<file path="config.mk">
export PLATFORM = sky130hd
export DESIGN_NAME = fbm_exchange_ctrl
export DESIGN_NICKNAME = d
export VERILOG_FILES = /design/src/logic/fbm_pkg.sv /design/src/logic/fbm_exchange_ctrl.sv
export VERILOG_INCLUDE_DIRS = /design/src /design/src/logic
export SDC_FILE = /design/constraint.sdc
export NUM_CORES = 1
export LEC_CHECK = 0
export ABC_AREA = 1
export BUFFER_PORTS_ARGS = -buffer_cell sky130_fd_sc_hd__buf_2
export CAP_MARGIN = 20
export CORE_UTILIZATION = 54
export DETAILED_ROUTE_END_ITERATION = 16
export PLACE_DENSITY = 0.85
export SLEW_MARGIN = 20
export SYNTH_ARGS = -nofsm -noshare
export SYNTH_HDL_FRONTEND = slang
export SYNTH_SLANG_ARGS = --single-unit
</file>
<file path="constraint.sdc">
create_clock -name pclk -period 2.7 [get_ports pclk]
set_clock_uncertainty 0.2 [all_clocks]
set_input_delay 0.405 -clock pclk [delete_from_list [all_inputs] [get_ports pclk]]
set_output_delay 0.405 -clock pclk [all_outputs]
set_load 0.01 [all_outputs]
</file>
<file path="src/logic/fbm_defines.svh">
// register offsets, field positions, reset values and timing counts of the exchange control
`ifndef FBM_DEFINES_SVH
`define FBM_DEFINES_SVH
// ---------------------------------------------------------------
// register offsets (byte addresses)
// ---------------------------------------------------------------
`define FBM_A_MAPMODE   8'h00
`define FBM_A_MAPSTART  8'h04
`define FBM_A_XMODE     8'h08
`define FBM_A_FAULT     8'h0C
`define FBM_A_CTRL      8'h10
`define FBM_A_INIT      8'h14
`define FBM_A_REFRESH   8'h18
`define FBM_A_MBXWR     8'h1C
`define FBM_A_MBXRD     8'h20
`define FBM_A_STAT      8'h24
`define FBM_A_MAPOUT    8'h28
// ---------------------------------------------------------------
// control word fields and command bits
// ---------------------------------------------------------------
`define FBM_CTRL_RUN    0
`define FBM_CTRL_INH    1
`define FBM_CTRL_MCLR   2
`define FBM_CTRL_ISSUE  7
`define FBM_CMD_LO      9
`define FBM_CMD_HI      13
`define FBM_CMD_UNFRZ   1
`define FBM_CMD_FRZ     2
`define FBM_CMD_UNSYNC  3
`define FBM_CMD_SYNC    4
`define FBM_CTRL_RST    16'h0000
// ---------------------------------------------------------------
// settings codes and accepted start ranges
// ---------------------------------------------------------------
`define FBM_MAP_USER      16'h0001
`define FBM_XMODE_ASYNC   16'h0000
`define FBM_FAULT_CLEAR   16'h0000
`define FBM_SET_RST       16'h0000
`define FBM_MAP_DEF_START 16'h0200
`define FBM_STATUS_WORDS  5'd16
`define FBM_GEN_MAX       16'h5984
`define FBM_RELAY_LO_MAX  12'h220
`define FBM_RELAY_HI_MIN  12'h300
`define FBM_RELAY_HI_MAX  12'h496
`define FBM_HOLD_MAX      12'h084
`define FBM_LINK_MAX      12'h048
// ---------------------------------------------------------------
// status word bits
// ---------------------------------------------------------------
`define FBM_ST_OMB_FULL 0
`define FBM_ST_IMB_AVL  1
`define FBM_ST_IMB_FULL 2
`define FBM_ST_REFUSED  4
`define FBM_ST_SYNC     5
`define FBM_ST_HOLD     6
`define FBM_ST_BUSY     7
`define FBM_ST_ACCEPT   11
// ---------------------------------------------------------------
// timing
// ---------------------------------------------------------------
`define FBM_CLK_NS       4
`define FBM_FB_CYCLE_NS  2000
`define FBM_FB_CYCLE_CYC ((`FBM_FB_CYCLE_NS) / (`FBM_CLK_NS))
`endif

</file>
<file path="src/logic/fbm_pkg.sv">
// types shared by the exchange control files
package fbm_pkg;
   typedef enum logic [1:0] {
      FBM_NET_OPERATE = 2'b00,
      FBM_NET_CLEAR   = 2'b01,
      FBM_NET_STOP    = 2'b11
   } fbm_net_e;
   typedef enum logic [1:0] {
      FBM_AREA_RELAY = 2'b00,
      FBM_AREA_HOLD  = 2'b01,
      FBM_AREA_LINK  = 2'b10,
      FBM_AREA_GEN   = 2'b11
   } fbm_area_e;
   typedef struct packed {
      logic        ctrl;
      logic [15:0] word;
   } fbm_mbx_s;
   typedef struct packed {
      logic        user;
      fbm_area_e   area;
      logic [15:0] start;
   } fbm_map_s;
endpackage

</file>
<file path="src/logic/fbm_exchange_ctrl.sv">
// fieldbus master exchange control: settings decode, cycle trigger, fault reaction, mailboxes
`timescale 1ns/1ns
`include "fbm_defines.svh"

// ---------------------------------------------------------------
// mailbox storage
// ---------------------------------------------------------------
module fbm_mbx_fifo import fbm_pkg::*; #(
   parameter int DEPTH = 4,
   parameter int AW    = $clog2(DEPTH)
) (
   input  wire logic     pclk,
   input  wire logic     presetn,
   input  wire logic     push,
   input  wire fbm_mbx_s din,
   input  wire logic     pop,
   output fbm_mbx_s      dout,
   output logic          full,
   output logic          empty
);
   fbm_mbx_s      mem_q [DEPTH];
   logic [AW-1:0] wp_q;
   logic [AW-1:0] rp_q;
   logic [AW:0]   cnt_q;
   logic          do_push;
   logic          do_pop;

   // pointers wrap by overflow, so only powers of two are served
   if (DEPTH < 2 || (DEPTH & (DEPTH - 1)) != 0) begin : g_chk
      $error("mailbox depth must be a power of two of at least 2");
   end

   assign full    = (cnt_q == (AW+1)'(DEPTH));
   assign empty   = (cnt_q == '0);
   assign do_push = push & ~full;
   assign do_pop  = pop & ~empty;
   assign dout    = mem_q[rp_q];

   // entry data carries no reset, only the pointers say what is valid
   always_ff @(posedge pclk) begin
      if (do_push) begin
         mem_q[wp_q] <= din;
      end
   end

   // pointers and fill count
   always_ff @(posedge pclk or negedge presetn) begin
      if (!presetn) begin
         wp_q  <= '0;
         rp_q  <= '0;
         cnt_q <= '0;
      end else begin
         if (do_push) begin
            wp_q <= wp_q + 1'b1;
         end
         if (do_pop) begin
            rp_q <= rp_q + 1'b1;
         end
         cnt_q <= cnt_q + (AW+1)'(do_push) - (AW+1)'(do_pop);
      end
   end
endmodule

// ---------------------------------------------------------------
// exchange control top
// ---------------------------------------------------------------
module fbm_exchange_ctrl import fbm_pkg::*; #(
   parameter int OMB_DEPTH    = 4,
   parameter int IMB_DEPTH    = 4,
   parameter int FB_CYCLE_CYC = `FBM_FB_CYCLE_CYC
) (
   input  wire logic        pclk,
   input  wire logic        presetn,
   input  wire logic        psel,
   input  wire logic        penable,
   input  wire logic        pwrite,
   input  wire logic [7:0]  paddr,
   input  wire logic [31:0] pwdata,
   output logic [31:0]      prdata,
   output logic             pready,
   output logic             pslverr,
   output logic             fb_cycle_start,
   output logic             fb_out_send,
   output logic             fb_out_zero,
   output fbm_net_e         fb_net_state,
   output logic             fb_cmd_valid,
   output logic [15:0]      fb_cmd_word,
   input  wire logic        fb_rsp_valid,
   input  wire logic [15:0] fb_rsp_word,
   output logic             io_exchange
);
   if (FB_CYCLE_CYC < 2 || FB_CYCLE_CYC > 65535) begin : g_chk
      $error("fieldbus cycle count out of range");
   end

   logic [31:0] prdata_q;
   logic        pready_q;
   logic        pslverr_q;
   logic [31:0] rd_d;
   logic        err_d;
   logic [15:0] map_mode_q;
   logic [15:0] map_start_q;
   logic [15:0] xmode_q;
   logic [15:0] fault_q;
   logic [15:0] ctrl_q;
   fbm_map_s    map_q;
   logic        sync_q;
   logic        hold_q;
   logic        run_prev_q;
   fbm_net_e    net_q;
   logic        zero_q;
   logic        send_q;
   logic [15:0] cyc_cnt_q;
   logic        cyc_start_q;
   logic        busy_q;
   logic        busy_ctrl_q;
   logic        cmd_valid_q;
   logic [15:0] cmd_word_q;
   logic        accept_q;
   logic        refused_q;
   logic        xchg_q;
   logic        done;
   logic        wr_done;
   logic        init_ev;
   logic        refresh_ev;
   logic        mbxwr_ev;
   logic        run;
   logic        inh;
   logic        run_fall;
   logic        run_rise;
   logic        issue_ok;
   logic        wr_ok;
   logic        dispatch;
   logic [4:0]  cmd_bits;
   fbm_mbx_s    omb_din;
   fbm_mbx_s    omb_head;
   fbm_mbx_s    imb_head;
   logic        omb_full;
   logic        omb_empty;
   logic        imb_full;
   logic        imb_empty;
   logic        omb_push;
   logic        imb_push;
   logic        imb_pop;

   // ---------------------------------------------------------------
   // bus slave: one wait state, write and pop at the completing edge
   // ---------------------------------------------------------------
   assign done       = psel & penable & pready_q;
   assign wr_done    = done & pwrite;
   assign init_ev    = wr_done && paddr == `FBM_A_INIT;
   assign refresh_ev = wr_done && paddr == `FBM_A_REFRESH;
   assign mbxwr_ev   = wr_done && paddr == `FBM_A_MBXWR;
   assign run        = ctrl_q[`FBM_CTRL_RUN];
   assign inh        = ctrl_q[`FBM_CTRL_INH];
   assign run_fall   = run_prev_q & ~run;
   assign run_rise   = ~run_prev_q & run;

   // read view of the registers
   always_comb begin
      rd_d  = '0;
      err_d = 1'b0;
      case (paddr)
         `FBM_A_MAPMODE:  rd_d = {16'h0000, map_mode_q};
         `FBM_A_MAPSTART: rd_d = {16'h0000, map_start_q};
         `FBM_A_XMODE:    rd_d = {16'h0000, xmode_q};
         `FBM_A_FAULT:    rd_d = {16'h0000, fault_q};
         `FBM_A_CTRL:     rd_d = {16'h0000, ctrl_q};
         `FBM_A_MBXRD:    rd_d = {15'h0000, ~imb_empty, imb_head.word};
         `FBM_A_STAT: begin
            rd_d[`FBM_ST_OMB_FULL] = omb_full;
            rd_d[`FBM_ST_IMB_AVL]  = ~imb_empty;
            rd_d[`FBM_ST_IMB_FULL] = imb_full;
            rd_d[`FBM_ST_REFUSED]  = refused_q;
            rd_d[`FBM_ST_SYNC]     = sync_q;
            rd_d[`FBM_ST_HOLD]     = hold_q;
            rd_d[`FBM_ST_BUSY]     = busy_q;
            rd_d[9:8]              = net_q;
            rd_d[`FBM_ST_ACCEPT]   = accept_q;
         end
         `FBM_A_MAPOUT:   rd_d = {8'h00, `FBM_STATUS_WORDS, map_q};
         `FBM_A_INIT, `FBM_A_REFRESH, `FBM_A_MBXWR: rd_d = '0;
         default:         err_d = 1'b1;
      endcase
   end

   // answer registers; data is caught one edge before completion
   always_ff @(posedge pclk or negedge presetn) begin
      if (!presetn) begin
         pready_q  <= 1'b0;
         prdata_q  <= '0;
         pslverr_q <= 1'b0;
      end else begin
         pready_q <= psel & penable & ~pready_q;
         if (psel && penable && !pready_q) begin
            prdata_q  <= pwrite ? '0 : rd_d;
            pslverr_q <= err_d;
         end
      end
   end

   // settings words and control word
   always_ff @(posedge pclk or negedge presetn) begin
      if (!presetn) begin
         map_mode_q  <= `FBM_SET_RST;
         map_start_q <= `FBM_SET_RST;
         xmode_q     <= `FBM_SET_RST;
         fault_q     <= `FBM_SET_RST;
         ctrl_q      <= `FBM_CTRL_RST;
      end else if (wr_done && !pslverr_q) begin
         case (paddr)
            `FBM_A_MAPMODE:  map_mode_q  <= pwdata[15:0];
            `FBM_A_MAPSTART: map_start_q <= pwdata[15:0];
            `FBM_A_XMODE:    xmode_q     <= pwdata[15:0];
            `FBM_A_FAULT:    fault_q     <= pwdata[15:0];
            `FBM_A_CTRL:     ctrl_q      <= pwdata[15:0];
            default:         ctrl_q      <= ctrl_q;
         endcase
      end
   end

   // ---------------------------------------------------------------
   // settings decode, latched only at initialisation
   // ---------------------------------------------------------------
   function automatic fbm_map_s map_decode(input logic [15:0] mode, input logic [15:0] st);
      fbm_map_s    m;
      fbm_area_e   area;
      logic [11:0] n;
      logic        ok;
      n    = st[11:0];
      m    = '{1'b0, FBM_AREA_RELAY, `FBM_MAP_DEF_START};
      ok   = (st[11:8] <= 4'h9) && (st[7:4] <= 4'h9) && (st[3:0] <= 4'h9);
      area = FBM_AREA_GEN;
      case (st[15:12])
         4'hA: begin
            area = FBM_AREA_RELAY;
            ok   = ok && (n <= `FBM_RELAY_LO_MAX
                   || (n >= `FBM_RELAY_HI_MIN && n <= `FBM_RELAY_HI_MAX));
         end
         4'hB: begin
            area = FBM_AREA_HOLD;
            ok   = ok && (n <= `FBM_HOLD_MAX);
         end
         4'hC: begin
            area = FBM_AREA_LINK;
            ok   = ok && (n <= `FBM_LINK_MAX);
         end
         default: ok = ok && (st <= `FBM_GEN_MAX);
      endcase
      // anything unaccepted keeps the fixed default block
      if (mode == `FBM_MAP_USER && ok) begin
         m = '{1'b1, area, (area == FBM_AREA_GEN) ? st : {4'h0, n}};
      end
      return m;
   endfunction

   // a later change of the words has no effect until the next init
   always_ff @(posedge pclk or negedge presetn) begin
      if (!presetn) begin
         map_q  <= '{1'b0, FBM_AREA_RELAY, `FBM_MAP_DEF_START};
         sync_q <= 1'b0;
         hold_q <= 1'b0;
      end else if (init_ev) begin
         map_q  <= map_decode(map_mode_q, map_start_q);
         sync_q <= (xmode_q != `FBM_XMODE_ASYNC);
         hold_q <= (fault_q != `FBM_FAULT_CLEAR);
      end
   end

   // ---------------------------------------------------------------
   // fieldbus cycle trigger
   // ---------------------------------------------------------------
   // the own timer keeps running when the host stops
   always_ff @(posedge pclk or negedge presetn) begin
      if (!presetn) begin
         cyc_cnt_q   <= '0;
         cyc_start_q <= 1'b0;
      end else if (sync_q) begin
         cyc_cnt_q   <= '0;
         cyc_start_q <= refresh_ev & run & ~inh;
      end else if (inh) begin
         cyc_cnt_q   <= '0;
         cyc_start_q <= 1'b0;
      end else begin
         cyc_start_q <= (cyc_cnt_q == 16'(FB_CYCLE_CYC - 1));
         cyc_cnt_q   <= (cyc_cnt_q == 16'(FB_CYCLE_CYC - 1)) ? '0 : cyc_cnt_q + 1'b1;
      end
   end

   // ---------------------------------------------------------------
   // run bit reaction and network state
   // ---------------------------------------------------------------
   // a fault and a deliberate clear look alike here
   always_ff @(posedge pclk or negedge presetn) begin
      if (!presetn) begin
         run_prev_q <= 1'b0;
         zero_q     <= 1'b0;
         send_q     <= 1'b0;
         xchg_q     <= 1'b0;
      end else begin
         run_prev_q <= run;
         xchg_q     <= run & ~inh;
         if (run_fall) begin
            zero_q <= sync_q | ~hold_q;
            send_q <= ~sync_q & ~hold_q & ~inh;
         end else if (run_rise) begin
            zero_q <= 1'b0;
            send_q <= ~inh;
         end else if (run) begin
            send_q <= ~inh;
         end
      end
   end

   // synchronous mode cannot keep outputs, so it walks down to stop
   always_ff @(posedge pclk or negedge presetn) begin
      if (!presetn) begin
         net_q <= FBM_NET_OPERATE;
      end else begin
         case (net_q)
            FBM_NET_OPERATE: begin
               if ((run_fall && sync_q) || (run && inh)) begin
                  net_q <= FBM_NET_CLEAR;
               end
            end
            FBM_NET_CLEAR: net_q <= FBM_NET_STOP;
            FBM_NET_STOP: begin
               if (run && !inh) begin
                  net_q <= FBM_NET_OPERATE;
               end
            end
            default: net_q <= FBM_NET_OPERATE;
         endcase
      end
   end

   // ---------------------------------------------------------------
   // mailboxes
   // ---------------------------------------------------------------
   // unsync beats sync and unfreeze beats freeze
   always_comb begin
      cmd_bits = ctrl_q[`FBM_CMD_HI:`FBM_CMD_LO];
      if (cmd_bits[`FBM_CMD_UNSYNC]) begin
         cmd_bits[`FBM_CMD_SYNC] = 1'b0;
      end
      if (cmd_bits[`FBM_CMD_UNFRZ]) begin
         cmd_bits[`FBM_CMD_FRZ] = 1'b0;
      end
   end

   // both sources are bus writes, so they never meet in one cycle
   assign issue_ok = refresh_ev & ctrl_q[`FBM_CTRL_ISSUE] & run & ~inh
                     & ~omb_full & ~imb_full;
   assign wr_ok    = mbxwr_ev & run & ~inh & ~omb_full & ~imb_full;
   assign omb_push = issue_ok | wr_ok;
   assign omb_din  = issue_ok ? fbm_mbx_s'{1'b1, {11'h000, cmd_bits}}
                              : fbm_mbx_s'{1'b0, pwdata[15:0]};
   // one command on the wire at a time keeps a free slot for its answer
   assign dispatch = ~busy_q & ~omb_empty & ~imb_full & run & ~inh;
   assign imb_push = fb_rsp_valid & busy_q & ~busy_ctrl_q;
   assign imb_pop  = (refresh_ev & ctrl_q[`FBM_CTRL_MCLR])
                     | (done && !pwrite && paddr == `FBM_A_MBXRD && prdata_q[16]);

   fbm_mbx_fifo #(
      .DEPTH (OMB_DEPTH)
   ) u_omb (
      .pclk    (pclk),
      .presetn (presetn),
      .push    (omb_push),
      .din     (omb_din),
      .pop     (dispatch),
      .dout    (omb_head),
      .full    (omb_full),
      .empty   (omb_empty)
   );

   fbm_mbx_fifo #(
      .DEPTH (IMB_DEPTH)
   ) u_imb (
      .pclk    (pclk),
      .presetn (presetn),
      .push    (imb_push),
      .din     (fbm_mbx_s'{1'b0, fb_rsp_word}),
      .pop     (imb_pop),
      .dout    (imb_head),
      .full    (imb_full),
      .empty   (imb_empty)
   );

   // command hand-off to the fieldbus engine and status flags
   always_ff @(posedge pclk or negedge presetn) begin
      if (!presetn) begin
         busy_q      <= 1'b0;
         busy_ctrl_q <= 1'b0;
         cmd_valid_q <= 1'b0;
         cmd_word_q  <= '0;
         accept_q    <= 1'b0;
         refused_q   <= 1'b0;
      end else begin
         cmd_valid_q <= dispatch;
         if (dispatch) begin
            busy_q      <= 1'b1;
            busy_ctrl_q <= omb_head.ctrl;
            cmd_word_q  <= omb_head.word;
         end else if (fb_rsp_valid) begin
            busy_q <= 1'b0;
         end
         if (refresh_ev && ctrl_q[`FBM_CTRL_ISSUE]) begin
            accept_q <= issue_ok;
         end
         if (mbxwr_ev) begin
            refused_q <= ~wr_ok;
         end
      end
   end

   // ---------------------------------------------------------------
   // outputs
   // ---------------------------------------------------------------
   assign prdata         = prdata_q;
   assign pready         = pready_q;
   assign pslverr        = pslverr_q;
   assign fb_cycle_start = cyc_start_q;
   assign fb_out_send    = send_q;
   assign fb_out_zero    = zero_q;
   assign fb_net_state   = net_q;
   assign fb_cmd_valid   = cmd_valid_q;
   assign fb_cmd_word    = cmd_word_q;
   assign io_exchange    = xchg_q;
endmodule

</file>
==> impl_results.md <==
* Min-delay worst type: in2reg
* Largest net degree at the start of global routing at between 60 and 70
* Yosys top cell by area: dfrtp_1
* Worst vdd ir at 0.595 mV
* CTS clk-pin slew, worst paths at 0.06 ns
* Unique masters post-synth at between 40 and 50
* HPWL Detailed at 24.7 mm
* IO Pins at 119
* Hold buffer count at CTS at 18
* Fmax at 0.393 GHz
* Post-route cell area at 0.0161 mm²
* Status: finished, final reports clean
* Slew margin rel. at 0.552
* CP max FO at 10
* CP Class: reg2reg
* DRC Markers at 0
* H-tree depth at 1
* RSZ-0062 raised after global routing: false
* Vias at 11100
* Setup TNS at 0 ns
* Avg Cell Area, Syn at roughly 9.4 µm²
* Hold Vio Cnt, Final at 0
* Fillcell total at 1980
* Dominant synthesized flop cell: dfrtp_1
* Synth warn at 0
* Die Y at 162 µm
* Remaining antenna violation count at 0
* First-pass GRT wire length at 57.0 mm
* Min Tclk post-route at around 2.5 ns
* Seq/Total Area, Yosys at 0.615
* Die ar. at 0.0262 mm²
* Clock sinks at 313
* Async S/R FF share, synth at 0.578
* Cells along the critical path: and3_1, nand2_1, nor2_1, buf_4, nand2_1, nor2_2, inv_1, nand2_2, inv_1, nor2_1, buf_4
* Port-buffer cells at 90
* Router iterations before antenna repair at 5
* Worst path max stage delay at between 0.3 and 0.4 ns
* Post-synth EDFFs at 132
* Initial antenna violation count at 1
* Final nets at 1691
* CTS tree: yes
* CP Data Required Time at 2.76 ns
* Diodes inserted at 0
* Setup crit start kind: register
* Power per cell area at 619 mW/mm²
* Layout cells sized above 1 at 0.125
* Pleak at 7.18 nW
* Final wirelength at 36.4 mm
* CP arrival at 2.61 ns
* Flops & latches, synth at between 300 and 400
* Slew Viols, Final at 0
* Post-Syn Instances at 1474
* Critical Path Slowest Stage Cell: dfrtp_1
* CTS buffer count at 31
* Starting DRC count in detailed routing at 1140
* Synth top area share at 0.326
* Placer congestion estimate at between 0.9 and 1
* Dpl cells at 1891
* Number of global-route vias before repair at 10600
* GRT Residual Overflow at 0
* Max Buffers Root-to-Sink at 3
* CORE AREA at 0.0251 mm²
* Clk_lat worst skew at 0.57 ns
* Largest cells by area after synthesis: dfrtp_1, edfxtp_1, nand2_1
* Final Core Density at 0.640
* Total GRT Usage at 0.283
* Tcrit/Tclk final at 0.944
* DR WL/cell at ~18 µm
* Worst-Margin Slew at 0.673 ns
* Via density at 5.65
* Total power at 9.96 mW
* CP endpoint kind: register
* Die Width at 162 µm
* Synth Cell Area at 0.0138 mm²
* Cell Rows at 58
* Max-Cap Viols at 0
* Final Setup Violations at 0
* Area post-placement at 0.0149 mm²
* Initial core utilization at 0.550
* Syn-to-layout area delta at 16.3%
* Final Non-Filler Cells at just under 2000
* Post-CTS Resized at 0
* Setup bufs post-CTS at 0
* Clock Tree Root: clkbuf_16
## worst paths after layout
check | slack [ns] | cells past startpoint | to | start
min in group asynchronous | 0.22 | 2 | fb_cmd_word[9] | presetn
worst max register to register | 0.15 | 11 | u_omb.mem_q[3][0] | pready
worst max-delay path | 0.15 | 11 | u_omb.mem_q[3][0] | pready
max in group asynchronous | 1.34 | 3 | map_q[9] | presetn
worst min register to register | 0.27 | 1 | cyc_cnt_q[0] | cyc_cnt_q[0]
worst min-delay path | 0.002 | 4 | pready | psel
## placed cells by master, fill, tap and decap left out, types with 4 or more instances in the layout
cell type,Yosys,layout
nand3b_1,7,7
clkinv_2,0,6
nand4_1,8,8
o22ai_1,18,18
dfrtp_1,180,180
a21oi_1,34,34
xor2_1,6,6
clkinv_1,4,5
buf_4,12,45
buf_12,0,5
edfxtp_1,132,132
a31oi_1,19,19
bufinv_16,0,4
inv_1,144,144
nor2_1,246,246
nand3_1,47,47
nand2_1,279,279
conb_1,1,12
nand2_2,5,5
nor4_1,11,11
dlygate4sd3_1,0,18
nor3_1,10,10
clkbuf_1,34,9
xnor2_1,4,4
buf_2,15,89
clkbuf_16,0,32
o21ai_0,205,205
ha_1,15,15
## critical path, delay by kind of cell, from the launching register on
| family | cells | cell delay [ns] |
|---|---|---|
| AND/OR/NAND/NOR | 7 | 1.08 |
| flip-flops | 1 | 0.37 |
| buffers and inverters | 4 | 0.58 |
## cells by family after synthesis
group / after synthesis / share of synthesized area
xor+xnor: 10 / 0.00634
compound gates: 294 / 0.114
fa+ha+maj: 17 / 0.0165
flops: 313 / 0.615
buf+inv: 215 / 0.0641
other cells: 1 / 0.000271
simple gates: 624 / 0.184
## synthesized netlist by cell type (2+ instances only)
library cell and count:
o21ai_1 3, edfxtp_1 132, buf_2 15, buf_6 2, clkinv_1 4, xor2_1 6
ha_1 15, o21a_1 2, buf_4 12, o21ai_0 205, clkbuf_1 34, fa_1 2
xnor2_1 4, nor2_2 3, nand4_1 8, nor2_1 246, a21oi_1 34, inv_1 144
inv_2 3, nand3b_1 7, nor3_2 2, nor3b_1 3, o22ai_1 18, dfrtp_1 180
nand2_1 279, a21o_1 2, nor3_1 10, nand2_2 5, nor4_1 11, a31oi_1 19
o221ai_1 3, nand3_1 47
## sequential cells by signal (all words and copies together), names as in the netlist, 2 cells and up
signal,flops
xmode_q,16
u_imb.mem_q,64
cyc_cnt_q,16
u_omb.mem_q,68
u_imb.rp_q,2
map_start_q,16
ctrl_q,16
fault_q,16
map_q,19
fb_cmd_word,16
map_mode_q,16
u_omb.rp_q,2
fb_net_state,2
prdata,20
u_omb.wp_q,2
u_imb.wp_q,2
u_omb.cnt_q,3
u_imb.cnt_q,3
## layout make-up
class	count	area [µm²]	share of cell area
multi-input cells	957	4480	0.279
clock buffers	43	862	0.0536
flip-flops and latches	313	8490	0.528
clock inverters	15	188	0.0117
well taps	330	413	0.0257
repair buffers	158	1070	0.0668
inverters	151	567	0.0352
## power by group
group          leakage (nW)  switching [mW]  total (mW)  internal (mW)
Sequential             3.61          0.0404        5.06           5.02
Combinational          3.06           0.305       0.460          0.154
Clock                 0.514            1.83        4.44           2.61
## through the flow
step | worst slack, ns | hold WS [ns]
2_1_floorplan | -0.0651 | -0.0906
3_3_place_gp | 0.0277 | 0.243
3_5_place_dp | -0.0222 | 0.251
4_1_cts | 0.249 | 0.00580
5_1_grt | 0.0181 | 0.00703
6_report | 0.152 | 0.00206
## layer usage
metal  track usage  share of wire  up-vias
li1              -              -     5134
met1         0.381           0.41     5327
met2         0.447           0.46      548
met3        0.0633          0.088      105
met4         0.112          0.041        0
met5             0              0        -
No activity file was read; power rests on OpenSTA's default activity.
